### src/tws_regs.svh
`ifndef TWS_REGS_SVH
`define TWS_REGS_SVH

// register byte offsets, one aligned 32-bit word each
`define TWS_OFF_CTRL 8'h00
`define TWS_OFF_OWN_ADDR 8'h04
`define TWS_OFF_DIV 8'h08
`define TWS_OFF_CMD 8'h0c
`define TWS_OFF_DATA 8'h10
`define TWS_OFF_STATUS 8'h14
`define TWS_OFF_MASK 8'h18
`define TWS_OFF_STATE 8'h1c

// command register bit positions (write only, self clearing)
`define TWS_CMD_START 0
`define TWS_CMD_STOP 1
`define TWS_CMD_WRITE 2
`define TWS_CMD_READ 3

// field widths
`define TWS_CTRL_W 5
`define TWS_EVT_W 4
`define TWS_ADDR_W 7
`define TWS_DIV_W 8

// reset values
`define TWS_CTRL_RST 5'h00
`define TWS_OWN_ADDR_RST 7'h00
`define TWS_EVT_RST 4'h0

// timing: system clock rate, glitch width, bit rates
`define TWS_CLK_KHZ 25000
`define TWS_FILT_NS 50
`define TWS_FILT_CYC ((`TWS_FILT_NS * `TWS_CLK_KHZ + 999999) / 1000000)
`define TWS_MAX_KBPS 1000
`define TWS_DIV_MIN ((`TWS_CLK_KHZ + 4 * `TWS_MAX_KBPS - 1) / (4 * `TWS_MAX_KBPS) - 1)
`define TWS_RST_KBPS 100
`define TWS_DIV_RST (`TWS_CLK_KHZ / (4 * `TWS_RST_KBPS) - 1)

`endif

### src/tws_pkg.sv
package tws_pkg;

  // controller sequencer states
  typedef enum logic [2:0] {
    ST_IDLE,
    ST_MSTART,
    ST_MHOLD,
    ST_MBIT,
    ST_MSTOP,
    ST_SBIT,
    ST_SWAIT
  } tws_state_t;

  // the two bus lines travel together
  typedef struct packed {
    logic scl;
    logic sda;
  } tws_pin_t;

  // control register layout, slave_en in bit 0
  typedef struct packed {
    logic wake_en;
    logic ack_en;
    logic filt_en;
    logic master_en;
    logic slave_en;
  } tws_ctrl_t;

  // sticky event layout, done in bit 0
  typedef struct packed {
    logic arb;
    logic stop;
    logic addr;
    logic done;
  } tws_evt_t;

  // whole state of the controller core
  typedef struct packed {
    tws_state_t st;
    logic [1:0] phase;
    logic [3:0] bitcnt;
    logic [7:0] shift;
    logic [7:0] rx;
    logic [7:0] tx;
    logic [6:0] own_addr;
    logic [7:0] div;
    tws_ctrl_t ctrl;
    tws_evt_t status;
    tws_evt_t mask;
    logic scl_low;
    logic sda_low;
    logic rd_mode;
    logic addr_phase;
    logic slave_tx;
    logic rx_ack;
    logic bus_busy;
    logic scl_prev;
    logic sda_prev;
    logic wake;
    logic [31:0] prdata;
  } tws_core_t;

endpackage

### src/tws_top.sv
// Decided for this implementation: the address map and the APB interface to the registers.
`timescale 1ns/1ps
`include "tws_regs.svh"

module tws_top (
  input wire logic pclk,
  input wire logic presetn,
  input wire logic psel,
  input wire logic penable,
  input wire logic pwrite,
  input wire logic [7:0] paddr,
  input wire logic [31:0] pwdata,
  output logic [31:0] prdata,
  output logic pready,
  output logic pslverr,
  input wire tws_pkg::tws_pin_t bus_i,
  output tws_pkg::tws_pin_t bus_o,
  output tws_pkg::tws_pin_t bus_oe,
  input wire logic low_power,
  output logic irq,
  output logic wake
);

  tws_pkg::tws_core_t q_r; // registered state
  tws_pkg::tws_core_t q_nxt; // next state
  tws_pkg::tws_pin_t pin_f; // synced, filtered lines
  logic tick; // quarter bit enable
  logic div_run; // master timing active
  logic [7:0] div_eff; // divider clamped to max rate
  logic wr; // apb write access
  logic setup; // apb setup phase
  logic mapped; // address hits a register
  logic cmd_wr; // command register written
  logic cmd_start;
  logic cmd_stop;
  logic cmd_write;
  logic cmd_read;
  logic start_det; // sda falls while scl high
  logic stop_det; // sda rises while scl high
  logic scl_rise;
  logic scl_fall;
  logic is_slave; // in a slave state
  logic is_master; // in a master state
  logic adv; // master phase may advance

  tws_filter #(
    .CNT_W(3),
    .LEN(`TWS_FILT_CYC)
  ) u_filter (
    .pclk(pclk),
    .presetn(presetn),
    .enable(q_r.ctrl.filt_en && !low_power),
    .pin_i(bus_i),
    .pin_f(pin_f)
  );

  assign div_eff = (q_r.div < 8'(`TWS_DIV_MIN)) ? 8'(`TWS_DIV_MIN) : q_r.div;
  assign div_run = (q_r.st == tws_pkg::ST_MSTART) ||
                   (q_r.st == tws_pkg::ST_MBIT) ||
                   (q_r.st == tws_pkg::ST_MSTOP);

  tws_div #(
    .DIV_W(`TWS_DIV_W)
  ) u_div (
    .pclk(pclk),
    .presetn(presetn),
    .run(div_run),
    .div(div_eff),
    .tick(tick)
  );

  // apb decode, zero wait states
  assign setup = psel && !penable;
  assign wr = psel && penable && pwrite;
  assign mapped = (paddr[1:0] == 2'h0) && (paddr <= `TWS_OFF_STATE);
  assign pready = 1'b1;
  assign pslverr = psel && penable && !mapped;
  assign prdata = q_r.prdata;
  assign cmd_wr = wr && (paddr == `TWS_OFF_CMD);
  assign cmd_start = cmd_wr && pwdata[`TWS_CMD_START];
  assign cmd_stop = cmd_wr && pwdata[`TWS_CMD_STOP];
  assign cmd_write = cmd_wr && pwdata[`TWS_CMD_WRITE];
  assign cmd_read = cmd_wr && pwdata[`TWS_CMD_READ];

  // bus events from the filtered lines
  assign start_det = pin_f.scl && q_r.scl_prev && q_r.sda_prev && !pin_f.sda;
  assign stop_det = pin_f.scl && q_r.scl_prev && !q_r.sda_prev && pin_f.sda;
  assign scl_rise = pin_f.scl && !q_r.scl_prev;
  assign scl_fall = !pin_f.scl && q_r.scl_prev;
  assign is_slave = (q_r.st == tws_pkg::ST_SBIT) ||
                    (q_r.st == tws_pkg::ST_SWAIT);
  assign is_master = div_run || (q_r.st == tws_pkg::ST_MHOLD);
  // wait while another device holds scl low
  // released scl must read high before the high phase acts
  assign adv = tick && ((q_r.phase != 2'd2) || pin_f.scl);

  // open drain: drive low only, enable while pulling
  assign bus_o = '{scl: 1'b0, sda: 1'b0};
  assign bus_oe = '{scl: q_r.scl_low, sda: q_r.sda_low};

  // level interrupt from unmasked sticky flags
  assign irq = |(q_r.status & q_r.mask);
  assign wake = q_r.wake;

  // registers, bus tracking and the bit sequencer
  always_comb begin
    tws_pkg::tws_evt_t ev;
    ev = '0;
    q_nxt = q_r;
    q_nxt.scl_prev = pin_f.scl;
    q_nxt.sda_prev = pin_f.sda;

    // register writes
    if (wr) begin
      unique case (paddr)
        `TWS_OFF_CTRL: q_nxt.ctrl = pwdata[`TWS_CTRL_W-1:0];
        `TWS_OFF_OWN_ADDR: q_nxt.own_addr = pwdata[`TWS_ADDR_W-1:0];
        `TWS_OFF_DIV: q_nxt.div = pwdata[`TWS_DIV_W-1:0];
        `TWS_OFF_DATA: q_nxt.tx = pwdata[7:0];
        `TWS_OFF_MASK: q_nxt.mask = pwdata[`TWS_EVT_W-1:0];
        default: begin
        end
      endcase
    end

    // read data captured in the setup phase
    if (setup) begin
      unique case (paddr)
        `TWS_OFF_CTRL: q_nxt.prdata = 32'(q_r.ctrl);
        `TWS_OFF_OWN_ADDR: q_nxt.prdata = 32'(q_r.own_addr);
        `TWS_OFF_DIV: q_nxt.prdata = 32'(q_r.div);
        `TWS_OFF_DATA: q_nxt.prdata = 32'(q_r.rx);
        `TWS_OFF_STATUS: q_nxt.prdata = 32'(q_r.status);
        `TWS_OFF_MASK: q_nxt.prdata = 32'(q_r.mask);
        `TWS_OFF_STATE: q_nxt.prdata = 32'({q_r.bus_busy, q_r.rx_ack,
                                           q_r.slave_tx, is_slave,
                                           is_master});
        default: q_nxt.prdata = 32'h0000_0000;
      endcase
    end

    // bus busy between start and stop
    if (start_det) begin
      q_nxt.bus_busy = 1'b1;
    end else if (stop_det) begin
      q_nxt.bus_busy = 1'b0;
    end

    unique case (q_r.st)
      tws_pkg::ST_IDLE: begin
        q_nxt.scl_low = 1'b0;
        q_nxt.sda_low = 1'b0;
        if (cmd_start && q_r.ctrl.master_en) begin
          if (q_r.bus_busy) begin
            ev.arb = 1'b1;
          end else begin
            q_nxt.st = tws_pkg::ST_MSTART;
            q_nxt.phase = 2'd0;
          end
        // slave starts only on a start condition
        end else if (start_det && q_r.ctrl.slave_en) begin
          q_nxt.st = tws_pkg::ST_SBIT;
          // first scl fall closes the start, not a bit
          q_nxt.bitcnt = 4'hf;
          q_nxt.addr_phase = 1'b1;
          q_nxt.slave_tx = 1'b0;
        end
      end

      // same sequence serves start and repeated start
      tws_pkg::ST_MSTART: begin
        if (adv) begin
          q_nxt.phase = q_r.phase + 2'd1;
          unique case (q_r.phase)
            2'd0: q_nxt.sda_low = 1'b0;
            2'd1: q_nxt.scl_low = 1'b0;
            2'd2: q_nxt.sda_low = 1'b1;
            2'd3: begin
              q_nxt.scl_low = 1'b1;
              q_nxt.st = tws_pkg::ST_MHOLD;
              ev.done = 1'b1;
            end
          endcase
        end
      end

      // master owns the bus, scl held low for the cpu
      tws_pkg::ST_MHOLD: begin
        q_nxt.scl_low = 1'b1;
        if (cmd_start) begin
          q_nxt.st = tws_pkg::ST_MSTART;
          q_nxt.phase = 2'd0;
        end else if (cmd_stop) begin
          q_nxt.st = tws_pkg::ST_MSTOP;
          q_nxt.phase = 2'd0;
        end else if (cmd_write || cmd_read) begin
          // address byte is a write of addr and direction
          q_nxt.st = tws_pkg::ST_MBIT;
          q_nxt.phase = 2'd0;
          q_nxt.bitcnt = 4'd0;
          q_nxt.shift = q_r.tx;
          q_nxt.rd_mode = cmd_read;
        end
      end

      // master transmit or receive, one bit per four ticks
      tws_pkg::ST_MBIT: begin
        if (adv) begin
          q_nxt.phase = q_r.phase + 2'd1;
          unique case (q_r.phase)
            2'd0: begin
              // master acks a read byte during the ninth clock
              if (q_r.bitcnt == 4'd8) begin
                q_nxt.sda_low = q_r.rd_mode && q_r.ctrl.ack_en;
              end else begin
                q_nxt.sda_low = !q_r.rd_mode && !q_r.shift[7];
              end
            end
            2'd1: q_nxt.scl_low = 1'b0;
            2'd2: begin
              if (q_r.bitcnt == 4'd8) begin
                q_nxt.rx_ack = pin_f.sda;
              end else begin
                q_nxt.shift = {q_r.shift[6:0], pin_f.sda};
              end
              // released a one but the line reads low
              if (!q_r.rd_mode && !q_r.sda_low && !pin_f.sda &&
                  (q_r.bitcnt != 4'd8)) begin
                ev.arb = 1'b1;
                q_nxt.st = tws_pkg::ST_IDLE;
                q_nxt.scl_low = 1'b0;
                q_nxt.sda_low = 1'b0;
              end
            end
            2'd3: begin
              q_nxt.scl_low = 1'b1;
              if (q_r.bitcnt == 4'd8) begin
                q_nxt.st = tws_pkg::ST_MHOLD;
                q_nxt.rx = q_r.shift;
                q_nxt.sda_low = 1'b0;
                ev.done = 1'b1;
              end else begin
                q_nxt.bitcnt = q_r.bitcnt + 4'd1;
              end
            end
          endcase
        end
      end

      // stop: sda rises while scl high
      tws_pkg::ST_MSTOP: begin
        if (adv) begin
          q_nxt.phase = q_r.phase + 2'd1;
          unique case (q_r.phase)
            2'd0: q_nxt.sda_low = 1'b1;
            2'd1: q_nxt.scl_low = 1'b0;
            2'd2: q_nxt.sda_low = 1'b0;
            2'd3: begin
              q_nxt.st = tws_pkg::ST_IDLE;
              ev.done = 1'b1;
            end
          endcase
        end
      end

      // slave follows the remote clock edges
      tws_pkg::ST_SBIT: begin
        if (scl_rise) begin
          if (q_r.bitcnt == 4'd8) begin
            q_nxt.rx_ack = pin_f.sda;
          end else begin
            q_nxt.shift = {q_r.shift[6:0], pin_f.sda};
          end
        end else if (scl_fall) begin
          if (q_r.bitcnt == 4'd7) begin
            q_nxt.bitcnt = 4'd8;
            if (q_r.addr_phase) begin
              // seven bits only, no 10-bit match
              if (q_r.shift[7:1] == q_r.own_addr) begin
                ev.addr = 1'b1;
                q_nxt.sda_low = 1'b1;
                q_nxt.slave_tx = q_r.shift[0];
              end else begin
                q_nxt.st = tws_pkg::ST_IDLE;
                q_nxt.sda_low = 1'b0;
              end
            end else if (!q_r.slave_tx) begin
              q_nxt.rx = q_r.shift;
              q_nxt.sda_low = q_r.ctrl.ack_en;
              ev.done = 1'b1;
            end else begin
              q_nxt.sda_low = 1'b0;
              ev.done = 1'b1;
            end
          end else if (q_r.bitcnt == 4'd8) begin
            q_nxt.sda_low = 1'b0;
            // refused read: wait for stop or restart
            if (q_r.slave_tx && !q_r.addr_phase && q_r.rx_ack) begin
              q_nxt.st = tws_pkg::ST_IDLE;
            end else begin
              q_nxt.st = tws_pkg::ST_SWAIT;
              q_nxt.scl_low = 1'b1;
              q_nxt.addr_phase = 1'b0;
            end
          end else begin
            q_nxt.bitcnt = q_r.bitcnt + 4'd1;
            q_nxt.sda_low = q_r.slave_tx && !q_r.shift[7];
          end
        end
      end

      // slave stretches scl until the cpu continues
      tws_pkg::ST_SWAIT: begin
        q_nxt.scl_low = 1'b1;
        if (cmd_write || cmd_read) begin
          q_nxt.st = tws_pkg::ST_SBIT;
          q_nxt.scl_low = 1'b0;
          q_nxt.bitcnt = 4'd0;
          q_nxt.shift = q_r.tx;
          q_nxt.sda_low = q_r.slave_tx && !q_r.tx[7];
        end
      end
    endcase

    // repeated start restarts the slave address phase
    if (start_det && q_r.ctrl.slave_en && is_slave) begin
      q_nxt.st = tws_pkg::ST_SBIT;
      q_nxt.bitcnt = 4'hf;
      q_nxt.addr_phase = 1'b1;
      q_nxt.slave_tx = 1'b0;
      q_nxt.scl_low = 1'b0;
      q_nxt.sda_low = 1'b0;
    end else if (stop_det && is_slave) begin
      q_nxt.st = tws_pkg::ST_IDLE;
      q_nxt.scl_low = 1'b0;
      q_nxt.sda_low = 1'b0;
    end

    // sticky flags, a new event wins over the clear
    ev.stop = stop_det;
    if (wr && (paddr == `TWS_OFF_STATUS)) begin
      q_nxt.status = (q_r.status & ~pwdata[`TWS_EVT_W-1:0]) | ev;
    end else begin
      q_nxt.status = q_r.status | ev;
    end

    // wake on address match while in low power
    if (!low_power) begin
      q_nxt.wake = 1'b0;
    end else if (ev.addr && q_r.ctrl.wake_en) begin
      q_nxt.wake = 1'b1;
    end
  end

  // all core state in one register
  always_ff @(posedge pclk or negedge presetn) begin
    if (!presetn) begin
      q_r <= '0;
      q_r.st <= tws_pkg::ST_IDLE;
      q_r.own_addr <= `TWS_OWN_ADDR_RST;
      q_r.div <= 8'(`TWS_DIV_RST);
      q_r.ctrl <= `TWS_CTRL_RST;
      q_r.status <= `TWS_EVT_RST;
      q_r.mask <= `TWS_EVT_RST;
      q_r.scl_prev <= 1'b1;
      q_r.sda_prev <= 1'b1;
    end else begin
      q_r <= q_nxt;
    end
  end

endmodule

### src/tws_filter.sv
`timescale 1ns/1ps

module tws_filter #(
  parameter int CNT_W = 3,
  parameter int LEN = 2
) (
  input wire logic pclk,
  input wire logic presetn,
  input wire logic enable,
  input wire tws_pkg::tws_pin_t pin_i,
  output tws_pkg::tws_pin_t pin_f
);

  // two sync stages, filtered output and a stability counter per line
  typedef struct packed {
    logic [1:0] sync1;
    logic [1:0] sync2;
    logic [1:0] out;
    logic [1:0][CNT_W-1:0] cnt;
  } tws_filt_state_t;

  tws_filt_state_t q_r;
  tws_filt_state_t q_nxt;

  // per line: follow the synced level once it held LEN cycles
  always_comb begin
    q_nxt = q_r;
    q_nxt.sync1 = {pin_i.scl, pin_i.sda};
    q_nxt.sync2 = q_r.sync1;
    for (int i = 0; i < 2; i++) begin
      if (!enable) begin
        // disabled or sleeping: no filter, synced level passes
        q_nxt.out[i] = q_r.sync2[i];
        q_nxt.cnt[i] = '0;
      end else if (q_r.sync2[i] == q_r.out[i]) begin
        q_nxt.cnt[i] = '0;
      end else if (q_r.cnt[i] == CNT_W'(LEN - 1)) begin
        q_nxt.out[i] = q_r.sync2[i];
        q_nxt.cnt[i] = '0;
      end else begin
        q_nxt.cnt[i] = q_r.cnt[i] + CNT_W'(1);
      end
    end
  end

  // lines idle high, so reset to released
  always_ff @(posedge pclk or negedge presetn) begin
    if (!presetn) begin
      q_r <= '{sync1: 2'h3, sync2: 2'h3, out: 2'h3, cnt: '0};
    end else begin
      q_r <= q_nxt;
    end
  end

  assign pin_f.scl = q_r.out[1];
  assign pin_f.sda = q_r.out[0];

endmodule

### src/tws_div.sv
`timescale 1ns/1ps

module tws_div #(
  parameter int DIV_W = 8
) (
  input wire logic pclk,
  input wire logic presetn,
  input wire logic run,
  input wire logic [DIV_W-1:0] div,
  output logic tick
);

  // divider count, restarts whenever run drops
  typedef struct packed {
    logic [DIV_W-1:0] cnt;
  } tws_div_state_t;

  tws_div_state_t q_r;
  tws_div_state_t q_nxt;

  // one enable pulse every div+1 cycles
  assign tick = run && (q_r.cnt == div);

  // count up, wrap on tick
  always_comb begin
    q_nxt = q_r;
    if (!run || tick) begin
      q_nxt.cnt = '0;
    end else begin
      q_nxt.cnt = q_r.cnt + DIV_W'(1);
    end
  end

  // register the divider
  always_ff @(posedge pclk or negedge presetn) begin
    if (!presetn) begin
      q_r <= '0;
    end else begin
      q_r <= q_nxt;
    end
  end

endmodule

### config.mk
export PLATFORM = sky130hd
export DESIGN_NAME = tws_top
export DESIGN_NICKNAME = d
export VERILOG_FILES = /design/src/tws_pkg.sv /design/src/tws_top.sv /design/src/tws_filter.sv /design/src/tws_div.sv
export VERILOG_INCLUDE_DIRS = /design/src /design/src/src
export SDC_FILE = /design/constraint.sdc
export NUM_CORES = 1
export LEC_CHECK = 0
export BUFFER_PORTS_ARGS = -buffer_cell sky130_fd_sc_hd__buf_2
export CELL_PAD_IN_SITES_DETAIL_PLACEMENT = 1
export CELL_PAD_IN_SITES_GLOBAL_PLACEMENT = 1
export CORE_MARGIN = 8
export CORE_UTILIZATION = 48
export DETAILED_ROUTE_END_ITERATION = 8
export PLACE_DENSITY = 0.95
export SETUP_SLACK_MARGIN = 0.1
export SYNTH_ARGS = -nofsm -noshare
export SYNTH_HDL_FRONTEND = slang
export SYNTH_SLANG_ARGS = --single-unit
### constraint.sdc
create_clock -name pclk -period 4 [get_ports pclk]
set_input_delay 0.8 -clock pclk [delete_from_list [all_inputs] [get_ports pclk]]
set_output_delay 0.8 -clock pclk [all_outputs]
set_load 0.05 [all_outputs]
---- Yosys cells after proc, flatten, opt, wreduce, memory -nomap -nowiden ----
Cells that the tools add are included.
word-level totals
  flip-flop bits (word level) ............. 123
  output and inout bits ................... 40
operators by class
  add/subtract/negate cells ............... 5
  $lt $le $gt $ge ......................... 2
  equality and inequality tests ........... 92
  multiplexer cells ....................... 133
  bitwise gates (word level) .............. 7
  reduce and logical (&&, ||, !) cells .... 86
operator list
  cell                                           count
  two-way mux 8 bit                              12
  two-way mux 3 bit                              22
  case mux 8 bit (7 select lines)                1
  two-way mux 1 bit                              44
  two-way mux 12 bit                             3
  two-way mux 2 bit                              18
  two-way mux 4 bit                              9
  logical AND 1 bit                              35
  != test 2 bit, second input constant           17
  == test 8 x 5 -> 1 bit, second input constant  4
  case mux 8 bit (4 select lines)                1
  != test 4 x 2 -> 1 bit, second input constant  7
  two-way mux 25 bit                             1
  two-way mux 5 bit                              5
  != test 5 x 1 -> 1 bit, second input constant  5
  != test 3 x 2 -> 1 bit, second input constant  8
  AND reduction 12 bit                           2
  AND reduction 8 bit                            3
  case mux 3 bit (7 select lines)                1
  != test 4 x 1 -> 1 bit, second input constant  5
  != test 5 bit, second input constant           4
  case mux 4 bit (5 select lines)                1
  != test 3 x 1 -> 1 bit, second input constant  6
  two-way mux 17 bit                             1
  56 further kinds                               110

---- Logic depth before layout (Yosys ltp) ----
Gate-level depths: netlist (run 1).
  depth after elaboration ................. 11
  gate-level depth with buffers ........... 9
  mapped depth without buffers ............ 8

---- Modules after synthesis ----
A second synthesis (run 1) with hierarchy kept.
unflattened totals
  cells, all modules ...................... 629
  area total of the unflattened synthesis .. 6167.2 sq um
modules (own cells, without submodules)
  module      times used  cells each  area each (sq um)  seq. area each (sq um)
  tws_top     1           544         5149.9             1985.7
  tws_filter  1           39          516.7              307.8
  tws_div     1           46          500.5              200.2

---- Worst setup path after synthesis (run 1) ----
OpenSTA, ideal clock, no wires.
  path kind ............................... input port to flip-flop
  from .................................... in paddr[4]
  to ...................................... reg q_r[95] (netlist bit)
  arrival ................................. 2.878 ns
  data required time ...................... 3.873 ns
  path slack .............................. 0.995 ns
  stages on the path ...................... 9
  path buffers ............................ 3
  cell sequence ........................... buf_6 > or4_4 > buf_6 > or3_1 > buf_2 > o221ai_1 > o211a_1 > and3_4 > mux2_1
between the ends
  longest elaborated chain between the ends .. 6
RTL lines
  item                                                                             line                                            text
  start: declaration                                                               tws_top.sv:11                                   input wire logic [7:0] paddr,
  == test 8 x 4 -> 1 bit (no source line) (*)                                      n/a
  logical AND 1 bit (*)                                                            tws_top.sv:79                                   assign cmd_wr = wr && (paddr == `TWS_OFF_CMD);
  logical AND 1 bit (on tied branches)                                             tws_top.sv:80, tws_top.sv:82, tws_top.sv:83
  logical AND 1 bit / logical OR 1 bit (equally long branches)                     tws_top.sv:153, tws_top.sv:196, tws_top.sv:315
  != test 3 bit (no source line) / != test 3 x 1 -> 1 bit (equally long branches)  n/a
  AND reduction 11 bit (no source line) (*)                                        n/a
  end signal: assignment                                                           tws_top.sv:368                                  q_r <= q_nxt;
  end: declaration                                                                 tws_top.sv:24                                   tws_pkg::tws_core_t q_r;
Every way passes the cells marked *; elsewhere a longest branch is shown, timed or not.
A chain may end at the register's enable or synchronous reset.

---- Final worst setup path (run 1) ----
  from .................................... reg q_r[100] (netlist bit)
  to ...................................... reg q_r[95] (netlist bit)
between the ends
  longest elaborated chain between the ends .. 7
RTL lines
  item                                                                     line                                          text
  == test 3 x 1 -> 1 bit / == test 3 x 2 -> 1 bit (equally long branches)  tws_top.sv:58, tws_top.sv:59, tws_top.sv:149
  logical OR 1 bit                                                         tws_top.sv:58                                 assign div_run = (q_r.st == tws_pkg::ST_MSTART) ||
  logical OR 1 bit                                                         tws_top.sv:59                                 (q_r.st == tws_pkg::ST_MBIT) ||
  logical AND 1 bit                                                        tws_div.sv:22                                 assign tick = run && (q_r.cnt == div);
  logical AND 1 bit                                                        tws_top.sv:95                                 assign adv = tick && ((q_r.phase != 2'd2) || pin_f.scl);
  != test 3 x 2 -> 1 bit (no source line)                                  n/a
  AND reduction 11 bit (no source line)                                    n/a
Parallel ways exist; a longest one is shown, timed or not.

==> flow_metrics.env, run 1 <==
export IMPL_outcome="completed"
export IMPL_global_route_wire_length_before_repair_um=30400
export IMPL_max_slew_margin_pct=30.9
export IMPL_critPathKind="reg -> reg"
export IMPL_synth_area_leaders="sky130_fd_sc_hd__dfrtp_1 (35%), sky130_fd_sc_hd__mux2_2 (12%), sky130_fd_sc_hd__dfstp_2 (5.6%), sky130_fd_sc_hd__buf_4 (4.6%), sky130_fd_sc_hd__nand2_1 (3.0%)"
export IMPL_power_leakage_nw=2.96
export IMPL_grt_antenna_before_repair=0
export IMPL_clock_insertion_delay_worst_skew_ns=0.36
export IMPL_async_flop_share_pct=100
export IMPL_mappedNetlistArea_um2=6070
export IMPL_crit_required_ns=4.23
export IMPL_first_pass_drt_iterations=5
export IMPL_synth_seq_area_share_pct=41.1
export IMPL_worst_hold_slack_ns=0.356
export IMPL_synth_warnings=0
export IMPL_diodes=0
export IMPL_fillCellCount=1423
export IMPL_clock_tree_root_cell="sky130_fd_sc_hd__clkbuf_16"
export IMPL_die_height_um=128
export IMPL_yosys_area_top_type="sky130_fd_sc_hd__dfrtp_1"
export IMPL_synth_lib_cells_used_distinct=75
export IMPL_grt_pass1_vias=5292
export IMPL_synth_enable_flop_cells=0
export IMPL_layoutNonFillerInstCount=805
export IMPL_final_min_clock_period_ns=3.02
export IMPL_syn_mean_instance_area_um2=9.90
export IMPL_gp_routability_congestion=0.911
export IMPL_syn_instance_count=613
export IMPL_total_global_route_track_usage_pct=24.1
export IMPL_drt_iter0_drc=343
export IMPL_timing_setup_tns_ns=0
export IMPL_pin_count=88
export IMPL_synthToLayoutAreaGrowth_pct=7.87
export IMPL_clk_pin_slew_worst_paths_ns=0.08
export IMPL_max_cap_violations=0
export IMPL_routed_wire_length_per_instance_um=23.8
export IMPL_detail_route_drc_violations=0
export IMPL_cts_sink_count=99
export IMPL_synth_top_cells_by_count="sky130_fd_sc_hd__dfrtp_1 (86), sky130_fd_sc_hd__mux2_2 (62), sky130_fd_sc_hd__nand2_1 (49), sky130_fd_sc_hd__nor2_1 (45), sky130_fd_sc_hd__buf_4 (37)"
export IMPL_pwr_density_cell_nw_per_um2=582
export IMPL_htreeDepth=3
export IMPL_place_hpwl_um=14300
export IMPL_synthDominantCellAreaShare_pct=35.4
export IMPL_worst_slew_pin_transition_ns=1.04
export IMPL_io_buffers=36
export IMPL_die_width_um=128
export IMPL_path_max_fanout=18
export IMPL_yosys_register_bits=99
export IMPL_finalWirelength_um=19100
export IMPL_dr_total_vias=5065
export IMPL_type_of_origin_of_the_critical_path="flop"
export IMPL_grt_remaining_overflow=0
export IMPL_post_cts_repair_setup_buffers=0
export IMPL_timing_max_transition_violations_final=0
export IMPL_worst_r2r_setup_slack_ns=0.98
export IMPL_worstSetupEndpointType="flop"
export IMPL_synth_most_common_cell="sky130_fd_sc_hd__dfrtp_1"
export IMPL_clock_tree_buffer_depth=2
export IMPL_fin_worst_skew_ns=0.0124
export IMPL_ctsHoldBuffers=0
export IMPL_initial_core_util_pct=48.7
export IMPL_fmax_mhz=331
export IMPL_most_used_flip_flop_cell_after_synthesis="sky130_fd_sc_hd__dfrtp_1"
export IMPL_timing_final_hold_violations=0
export IMPL_rsz0062_at_grt="no"
export IMPL_cts_tree="done"
export IMPL_num_nets_final=683
export IMPL_post_route_cells_drive_above_1_share_pct=23.4
export IMPL_crit_arrival_ns=3.25
export IMPL_grt_max_degree=82
export IMPL_setup_violations_final=0
export IMPL_timing_final_crit_share_pct=75.4
export IMPL_cts_buffers_inserted=9
export IMPL_report_power_total_mw=3.81
export IMPL_route_antenna_remaining_nets=0
export IMPL_vias_per_cell=6.29
export IMPL_dieArea_um2=16500
export IMPL_ir_worst_vdd_uv=325
export IMPL_min_delay_path_class="reg -> reg"
export IMPL_std_cell_rows=41
export IMPL_placed_cells_incl_taps=789
export IMPL_cts_resized_gates=0
export IMPL_core_area_um2=12500
[cells by family after synthesis]
group,synth area share [%]
AOI/OAI and AO/OA,16.3
xor gates and xnor gates,3.61
adders and majority gates,1.44
buffers and inverters,7.25
DFF,41.1
muxes,12.7
other,0.124
and+or+nand+nor,17.5
[path summary, 6_finish.rpt]
kind                                    from              end  cells past startpoint
hold reg to reg            u_filter.q_nxt[8]  u_filter.q_r[8]                      0
min in group asynchronous            presetn  u_filter.q_r[4]                      1
setup reg to reg                    q_r[100]          q_r[95]                      6
max in group asynchronous            presetn          q_r[87]                      2
setup / recovery                    q_r[100]          q_r[95]                      6
hold / removal             u_filter.q_nxt[8]  u_filter.q_r[8]                      0
[power by group]
group / switching (mW) / internal [mW] / total [mW] / leakage, nW
sequential: 0.166 / 1.13 / 1.30 / 1.29
clock: 0.416 / 0.573 / 0.989 / 0.165
combinational: 0.958 / 0.568 / 1.53 / 1.51
total: 1.54 / 2.27 / 3.81 / 2.96
[worst max-delay path, cell delays in order, from the launching register on]
cell,delay (ns)
sky130_fd_sc_hd__dfrtp_1,0.60
sky130_fd_sc_hd__or3b_1,0.57
sky130_fd_sc_hd__a22oi_1,0.30
sky130_fd_sc_hd__o31ai_1,0.21
sky130_fd_sc_hd__o21ai_0,0.56
sky130_fd_sc_hd__and3_4,0.33
sky130_fd_sc_hd__mux2_1,0.32
[state kept, by name, indices dropped and copies added (netlist names)]
| name | flops |
|---|---|
| u_filter.pin_f | 2 |
| bus_oe | 2 |
| u_filter.q_nxt | 2 |
| prdata | 8 |
| u_filter.q_r | 8 |
| u_div.q_r | 8 |
| q_r | 68 |
| wake | 1 |
[per-stage QoR]
| step | area [um2] | util [%] | setup WS [ns] |
|---|---|---|---|
| after global routing | 6550 | 52.5 | 0.905 |
| final | 6550 | 52.5 | 0.982 |
| after floorplan | 6160 | - | 0.995 |
| after global placement | 6220 | 49.9 | 0.809 |
| after detailed placement | 6220 | 49.9 | 0.758 |
| after CTS | 6550 | 52.5 | 1.09 |
[layer usage]
layer,wire length [um],track usage [%],vias up,share of wire [%]
met2,9190,39.2,246,48
met1,7770,29.8,2560,41
met3,1650,6.41,54,8.6
met5,0,0,-,0
met4,532,9.79,0,2.8
li1,-,-,2205,-
[area by class of cell]
| class | instances | area [um2] | area share [%] |
|---|---|---|---|
| multi-input cells | 463 | 3230 | 49.3 |
| flip-flops and latches | 99 | 2490 | 38.1 |
| clock buffers | 10 | 239 | 3.65 |
| repair buffers | 42 | 228 | 3.48 |
| well taps | 172 | 215 | 3.29 |
| clock inverters | 6 | 93.8 | 1.43 |
| inverters | 13 | 48.8 | 0.745 |
[placed cells by master (no fill, tap or decap), drive strengths merged, types with 4 or more instances in the layout]
cell and instances:
o31ai 4, dfstp 13, clkbuf 10, mux2 63, nor3 12, a31oi 4, nand2 49, a22o 7
o21ai 30, buf 42, inv 14, mux2i 4, ha 7, nor2 45, xnor2 10, and3 6
and2 7, a211oi 4, conb 27, nor2b 6, o22ai 4, xor2 15, a21o 7, a22oi 15
nand2b 10, dfrtp 86, nand3b 8, nor4 7, nand4 5, a21oi 25, and3b 4, o211ai 8
or3 6, nand3 12
Note: power is estimated with default switching activity, not from simulation.
==> inputs of run 2 (changes only) <==
--- a/config.mk
+++ b/config.mk
@@ -6,13 +6,14 @@
 export SDC_FILE = /design/constraint.sdc
 export NUM_CORES = 1
 export LEC_CHECK = 0
+export ABC_AREA = 1
 export BUFFER_PORTS_ARGS = -buffer_cell sky130_fd_sc_hd__buf_2
 export CELL_PAD_IN_SITES_DETAIL_PLACEMENT = 1
 export CELL_PAD_IN_SITES_GLOBAL_PLACEMENT = 1
 export CORE_MARGIN = 8
-export CORE_UTILIZATION = 48
+export CORE_UTILIZATION = 38
 export DETAILED_ROUTE_END_ITERATION = 8
-export PLACE_DENSITY = 0.95
+export PLACE_DENSITY = 0.86
 export SETUP_SLACK_MARGIN = 0.1
 export SYNTH_ARGS = -nofsm -noshare
 export SYNTH_HDL_FRONTEND = slang
==> constraint.sdc (replaced) <==
create_clock -name pclk -period 2.6 [get_ports pclk]
set_input_delay 0.52 -clock pclk [delete_from_list [all_inputs] [get_ports pclk]]
set_output_delay 0.52 -clock pclk [all_outputs]
set_load 0.05 [all_outputs]
==> flow_metrics.env, run 2 <==
export IMPL_fmax_mhz=440
export IMPL_core_area_um2=15700
export IMPL_total_global_route_track_usage_pct=18.6
export IMPL_route_antenna_remaining_nets=0
export IMPL_muxShareOfSynthArea_pct=0.705
export IMPL_p_int_mw=3.42
export IMPL_max_cap_violations=0
export IMPL_synth_seq_area_share_pct=41.3
export IMPL_mappedNetlistArea_um2=6030
export IMPL_grt_pass1_vias=5577
export IMPL_fin_ws_ns=0.325
export IMPL_clk_pin_slew_worst_paths_ns=0.08
export IMPL_outcome="completed"
export IMPL_max_slew_margin_pct=62.8
export IMPL_largest_reg_flops=68
export IMPL_pin_count=88
export IMPL_cts_resized_gates=0
export IMPL_synth_warnings=0
export IMPL_cts_sink_count=99
export IMPL_rsz0062_at_grt="no"
export IMPL_worst_r2r_setup_slack_ns=0.33
export IMPL_min_delay_path_class="in -> async"
export IMPL_ir_worst_vdd_uv=365
export IMPL_dr_total_vias=5332
export IMPL_clock_tree_buffer_depth=2
export IMPL_placed_cells_incl_taps=1028
export IMPL_cts_tree="done"
export IMPL_fin_worst_skew_ns=0.0109
export IMPL_synth_most_common_cell="sky130_fd_sc_hd__nand2_1"
export IMPL_finalWirelength_um=18000
export IMPL_timing_final_hold_violations=0
export IMPL_worstSetupEndpointType="flop"
export IMPL_crit_arrival_ns=2.52
export IMPL_critical_path_slowest_cell="sky130_fd_sc_hd__dfrtp_1"
export IMPL_final_min_clock_period_ns=2.27
export IMPL_path_max_fanout=16
export IMPL_critPathKind="reg -> reg"
export IMPL_worst_path_largest_cell_delay_ns=0.41
export IMPL_clock_tree_root_cell="sky130_fd_sc_hd__clkbuf_16"
export IMPL_post_route_cells_drive_above_1_share_pct=15.3
export IMPL_type_of_origin_of_the_critical_path="flop"
export IMPL_power_frac_clock_pct=27.1
export IMPL_initial_core_util_pct=38.4
export IMPL_setup_violations_final=0
export IMPL_synthSimpleGateAreaFrac_pct=26.7
export IMPL_synth_area_leaders="sky130_fd_sc_hd__dfrtp_1 (36%), sky130_fd_sc_hd__nand2_1 (12%), sky130_fd_sc_hd__o21ai_0 (6.8%), sky130_fd_sc_hd__inv_1 (6.4%), sky130_fd_sc_hd__dfstp_2 (5.7%)"
export IMPL_synth_adder_area_share_pct=1.45
export IMPL_grt_antenna_before_repair=0
export IMPL_die_width_um=142
export IMPL_timing_max_transition_violations_final=0
export IMPL_clock_insertion_delay_worst_skew_ns=0.36
export IMPL_path_cells="inv_1 > ha_1 > nand2_1 > nor2_1 > nor2_1 > nor3b_2 > nand4_4 > nand2_1 > o21ai_2"
export IMPL_timing_final_crit_share_pct=87.5
export IMPL_htreeDepth=3
export IMPL_yosys_area_top_type="sky130_fd_sc_hd__dfrtp_1"
export IMPL_synth_top_cells_by_count="sky130_fd_sc_hd__nand2_1 (198), sky130_fd_sc_hd__inv_1 (103), sky130_fd_sc_hd__dfrtp_1 (86), sky130_fd_sc_hd__o21ai_0 (82), sky130_fd_sc_hd__nor2_1 (62)"
export IMPL_syn_instance_count=793
export IMPL_timing_setup_tns_ns=0
export IMPL_crit_required_ns=2.84
export IMPL_cts_buffers_inserted=9
export IMPL_syn_mean_instance_area_um2=7.61
export IMPL_power_leakage_nw=3.19
export IMPL_async_flop_share_pct=100
export IMPL_gp_routability_congestion=0.926
export IMPL_dieArea_um2=20200
export IMPL_seq_power_share_pct=32.8
export IMPL_grt_max_degree=42
export IMPL_std_cell_rows=46
export IMPL_synth_lib_cells_used_distinct=55
export IMPL_synthXorXnorAreaFrac_pct=1.89
export IMPL_drt_iter0_drc=383
export IMPL_layoutNonFillerInstCount=1044
export IMPL_yosys_register_bits=99
export IMPL_grt_remaining_overflow=0
export IMPL_ctsHoldBuffers=0
export IMPL_io_buffers=36
export IMPL_die_height_um=142
export IMPL_synthToLayoutAreaGrowth_pct=10.2
export IMPL_num_nets_final=878
export IMPL_synth_top_family_by_area="simple AND/OR/NAND/NOR gates"
export IMPL_p_switching_mw=2.56
export IMPL_routed_wire_length_per_instance_um=17.2
export IMPL_vias_per_cell=5.11
export IMPL_power_switching_fraction_pct=42.9
export IMPL_detail_route_drc_violations=0
export IMPL_registers_top_by_ff_count="q_r"
export IMPL_global_route_wire_length_before_repair_um=29300
export IMPL_post_cts_repair_setup_buffers=0
export IMPL_share_of_the_synthesized_area_in_compound_gates_ao_oa_aoi_oai_pct=15.1
export IMPL_diodes=0
export IMPL_worst_slew_pin_transition_ns=0.556
export IMPL_mostFrequentLayoutCell="sky130_fd_sc_hd__nand2_1"
export IMPL_place_hpwl_um=13800
export IMPL_comb_power_share_pct=40.0
export IMPL_synth_enable_flop_cells=0
export IMPL_place_ws_ns=0.216
export IMPL_synthDominantCellAreaShare_pct=35.7
export IMPL_pwr_density_cell_nw_per_um2=900
export IMPL_most_used_flip_flop_cell_after_synthesis="sky130_fd_sc_hd__dfrtp_1"
export IMPL_mostFrequentLayoutCells="sky130_fd_sc_hd__nand2_1 (198), sky130_fd_sc_hd__inv_1 (103), sky130_fd_sc_hd__dfrtp_1 (86), sky130_fd_sc_hd__o21ai_0 (82), sky130_fd_sc_hd__nor2_1 (62)"
export IMPL_first_pass_drt_iterations=5
-- run 2: layout make-up --
class                   instances  area, um2
clock buffers                   9        225
multi-input cells             557       2870
fillers                      1985       9060
repair buffers                 41        233
flip-flops and latches         99       2490
clock inverters                 7        129
inverters                     115        432
well taps                     216        270
-- run 2: worst paths after layout --
check,endpoint,cells after the start,start
setup / recovery,q_r[85],9,q_r[94]
hold / removal,q_r[100],1,presetn
setup reg to reg,q_r[85],9,q_r[94]
hold reg to reg,u_filter.q_r[9],0,u_filter.q_nxt[9]
max in group asynchronous,q_r[59],2,presetn
min in group pclk,u_filter.q_nxt[9],1,bus_i[1]
-- run 2: metrics by stage --
stage | power, mW | util, % | area [um2] | hold WS [ns]
after global placement | 4.26 | 40.1 | 6290 | 0.346
after CTS | 5.99 | 42.3 | 6650 | 0.148
final | 5.98 | 42.3 | 6650 | 0.122
after detailed placement | 4.34 | 40.1 | 6290 | 0.347
after global routing | 6.36 | 42.3 | 6650 | 0.162
after floorplan | 3.79 | - | 6130 | 0.224
-- run 2: logic make-up (layout without fill, tap and decap cells) --
group                    after synthesis  in the layout
AND/OR/NAND/NOR                      351            351
buffers and inverters                162            172
AO/OA/AOI/OAI                        155            155
flip-flops                            99             99
XOR/XNOR                              13             13
adder cells (fa/ha/maj)                7              7
multiplexers                           4              4
other                                  2             27
-- run 2: worst max-delay path: cells and delay by family (launching register included) --
kind                       cells  cell delay (ns)
and+or+nand+nor                6             1.41
DFF                            1             0.41
adders and majority gates      1             0.16
buffers and inverters          1             0.11
AOI/OAI and AO/OA              1             0.07
-- run 2: metal layers --
metal | vias to the layer above | GRT usage (%) | share of wire [%]
met5 | - | 0 | 0
met4 | 0 | 7.57 | 2.5
met3 | 28 | 2.82 | 5.3
met2 | 151 | 30.8 | 47
met1 | 2594 | 23.7 | 45
li1 | 2559 | - | -
-- run 2: power by group through the flow --
stage	Clock [mW]	Sequential (mW)	Combinational [mW]
final	1.62	1.96	2.39
after global routing	1.70	1.99	2.67
after CTS	1.64	1.96	2.38
after detailed placement	0	1.99	2.35
after global placement	0	1.98	2.28
after floorplan	0	1.93	1.86
==> inputs of run 3 (changes only) <==
--- a/config.mk
+++ b/config.mk
@@ -11,9 +11,9 @@
 export CELL_PAD_IN_SITES_DETAIL_PLACEMENT = 1
 export CELL_PAD_IN_SITES_GLOBAL_PLACEMENT = 1
 export CORE_MARGIN = 8
-export CORE_UTILIZATION = 38
+export CORE_UTILIZATION = 42
 export DETAILED_ROUTE_END_ITERATION = 8
-export PLACE_DENSITY = 0.86
+export PLACE_DENSITY = 0.9
 export SETUP_SLACK_MARGIN = 0.1
 export SYNTH_ARGS = -nofsm -noshare
 export SYNTH_HDL_FRONTEND = slang
==> constraint.sdc (replaced) <==
create_clock -name pclk -period 2.5 [get_ports pclk]
set_input_delay 0.5 -clock pclk [delete_from_list [all_inputs] [get_ports pclk]]
set_output_delay 0.5 -clock pclk [all_outputs]
set_load 0.05 [all_outputs]
==> flow_metrics.env, run 3 (same netlist as run 2, synthesis figures left out) <==
export IMPL_worstSetupEndpointType="flop"
export IMPL_fmax_mhz=448
export IMPL_core_area_um2=14300
export IMPL_reg2reg_depth=15
export IMPL_clk_pin_slew_worst_paths_ns=0.07
export IMPL_global_route_wire_length_before_repair_um=28500
export IMPL_timing_final_crit_share_pct=89.3
export IMPL_htreeDepth=3
export IMPL_largest_reg_flops=68
export IMPL_initial_core_util_pct=42.3
export IMPL_place_hpwl_um=13800
export IMPL_synthToLayoutAreaGrowth_pct=9.56
export IMPL_grt_remaining_overflow=0
export IMPL_die_height_um=136
export IMPL_fin_worst_skew_ns=0.00742
export IMPL_detail_route_drc_violations=0
export IMPL_mostFrequentLayoutCells="sky130_fd_sc_hd__nand2_1 (197), sky130_fd_sc_hd__inv_1 (103), sky130_fd_sc_hd__dfrtp_1 (86), sky130_fd_sc_hd__o21ai_0 (82), sky130_fd_sc_hd__nor2_1 (61)"
export IMPL_dieArea_um2=18500
export IMPL_cts_buffers_inserted=9
export IMPL_timing_final_hold_violations=0
export IMPL_power_leakage_nw=3.18
export IMPL_vias_per_cell=5.30
export IMPL_crit_required_ns=2.79
export IMPL_std_cell_rows=44
export IMPL_ctsHoldBuffers=0
export IMPL_max_slew_margin_pct=63.2
export IMPL_post_route_cells_drive_above_1_share_pct=16.1
export IMPL_io_buffers=36
export IMPL_ir_worst_vdd_uv=406
export IMPL_outcome="completed"
export IMPL_num_nets_final=883
export IMPL_die_width_um=136
export IMPL_grt_antenna_before_repair=0
export IMPL_grt_pass1_vias=5599
export IMPL_fin_ws_ns=0.267
export IMPL_drt_iter0_drc=444
export IMPL_final_min_clock_period_ns=2.23
export IMPL_clock_tree_root_cell="sky130_fd_sc_hd__clkbuf_16"
export IMPL_reg2reg_to="q_r[90]"
export IMPL_min_delay_path_class="in -> async"
export IMPL_fillCellCount=1818
export IMPL_worst_slew_pin_transition_ns=0.550
export IMPL_gp_routability_congestion=0.941
export IMPL_mostFrequentLayoutCell="sky130_fd_sc_hd__nand2_1"
export IMPL_registers_top_by_ff_count="q_r"
export IMPL_ff_to_ff_start="q_r[59]"
export IMPL_type_of_origin_of_the_critical_path="flop"
export IMPL_max_cap_violations=0
export IMPL_total_global_route_track_usage_pct=19.6
export IMPL_cts_sink_count=99
export IMPL_crit_arrival_ns=2.52
export IMPL_grt_max_degree=47
export IMPL_clock_insertion_delay_worst_skew_ns=0.36
export IMPL_clock_tree_buffer_depth=2
export IMPL_timing_setup_tns_ns=0
export IMPL_dr_total_vias=5390
export IMPL_pin_count=88
export IMPL_first_pass_drt_iterations=5
export IMPL_timing_max_transition_violations_final=0
export IMPL_rsz0062_at_grt="yes"
export IMPL_pwr_density_cell_nw_per_um2=902
export IMPL_path_max_fanout=9
export IMPL_setup_violations_final=0
export IMPL_route_antenna_remaining_nets=0
export IMPL_worst_r2r_setup_slack_ns=0.27
export IMPL_routed_wire_length_per_instance_um=17.5
export IMPL_cts_tree="done"
export IMPL_place_ws_ns=0.118
export IMPL_diodes=0
export IMPL_finalWirelength_um=17800
export IMPL_critPathKind="reg -> reg"
run 3: cell count changes in the layout (fill, tap and decap cells not counted), moves of 2 or more:
cell / delta
sky130_fd_sc_hd__bufinv_16: -3
sky130_fd_sc_hd__buf_12: +2
sky130_fd_sc_hd__inv_8: -2
sky130_fd_sc_hd__buf_4: +3
sky130_fd_sc_hd__clkinv_4: +2
run 3: how the worst max path moves through the flow:
stage	startpoint	endpoint	slack, ns	cells after the start
after detailed placement	paddr[7]	q_r[94]	0.12	13
final	q_r[59]	q_r[90]	0.27	15
after global routing	q_r[59]	q_r[90]	0.06	15
after floorplan	penable	q_r[100]	0.68	10
after CTS	q_r[59]	q_r[80]	0.17	13
after global placement	paddr[7]	q_r[97]	0.24	13
run 3: per-stage QoR:
stage | instance area (um2) | hold slack (ns) | cells | utilization (%) | total power, mW
floorplan | 6130 | 0.204 | 818 | - | 3.94
global placement | 6260 | 0.346 | 997 | 43.9 | 4.38
detailed placement | 6260 | 0.348 | 997 | 43.9 | 4.49
CTS | 6540 | 0.0643 | 1013 | 45.9 | 5.85
global route | 6610 | 0.0832 | 1017 | 46.3 | 6.35
finish | 6610 | 0.0557 | 1017 | 46.3 | 5.96
run 3: critical path, stage by stage, from the launching register on:
cell and delay (ns):
sky130_fd_sc_hd__dfstp_2 0.57, sky130_fd_sc_hd__inv_1 0.09, sky130_fd_sc_hd__nand2_1 0.06, sky130_fd_sc_hd__nand2_1 0.05
sky130_fd_sc_hd__nor2_1 0.10, sky130_fd_sc_hd__nand2_1 0.05, sky130_fd_sc_hd__nor2_1 0.19, sky130_fd_sc_hd__nand2_1 0.11
sky130_fd_sc_hd__nor2_2 0.14, sky130_fd_sc_hd__nand3_4 0.14, sky130_fd_sc_hd__nand2_4 0.12, sky130_fd_sc_hd__nand2_4 0.08
sky130_fd_sc_hd__nor2_8 0.19, sky130_fd_sc_hd__buf_12 0.14, sky130_fd_sc_hd__nand2_1 0.05, sky130_fd_sc_hd__o21ai_1 0.08
run 3: where the power goes:
part           total (mW)  switching, mW  leakage [nW]  internal, mW
logic                2.57           1.75          1.76         0.827
clock network        1.35          0.661         0.131         0.686
registers            2.04          0.215          1.29          1.83
total                5.96           2.62          3.18          3.34
run 3: layout make-up:
type / count / area, um2 / area share [%]
multi-input combinational: 557 / 2880 / 43.5
inverter: 115 / 432 / 6.53
clock inverter: 6 / 53.8 / 0.814
timing repair buffer: 46 / 295 / 4.47
tap: 184 / 230 / 3.48
clock buffer: 10 / 229 / 3.46
sequential: 99 / 2490 / 37.7
run 3: routing by layer:
metal | up-vias | routed length (um) | share of wire [%] | track usage [%]
met5 | - | 0 | 0 | 0
met4 | 0 | 347 | 1.9 | 7.90
met3 | 30 | 935 | 5.3 | 3.55
met2 | 147 | 8700 | 49 | 32.2
met1 | 2651 | 7830 | 44 | 25.0
li1 | 2562 | - | - | -
run 3: timing repair:
item	in CTS	in global routing
gates resized for setup	0	3
buffers inserted	0	4
endpoints found under the setup margin	0	20
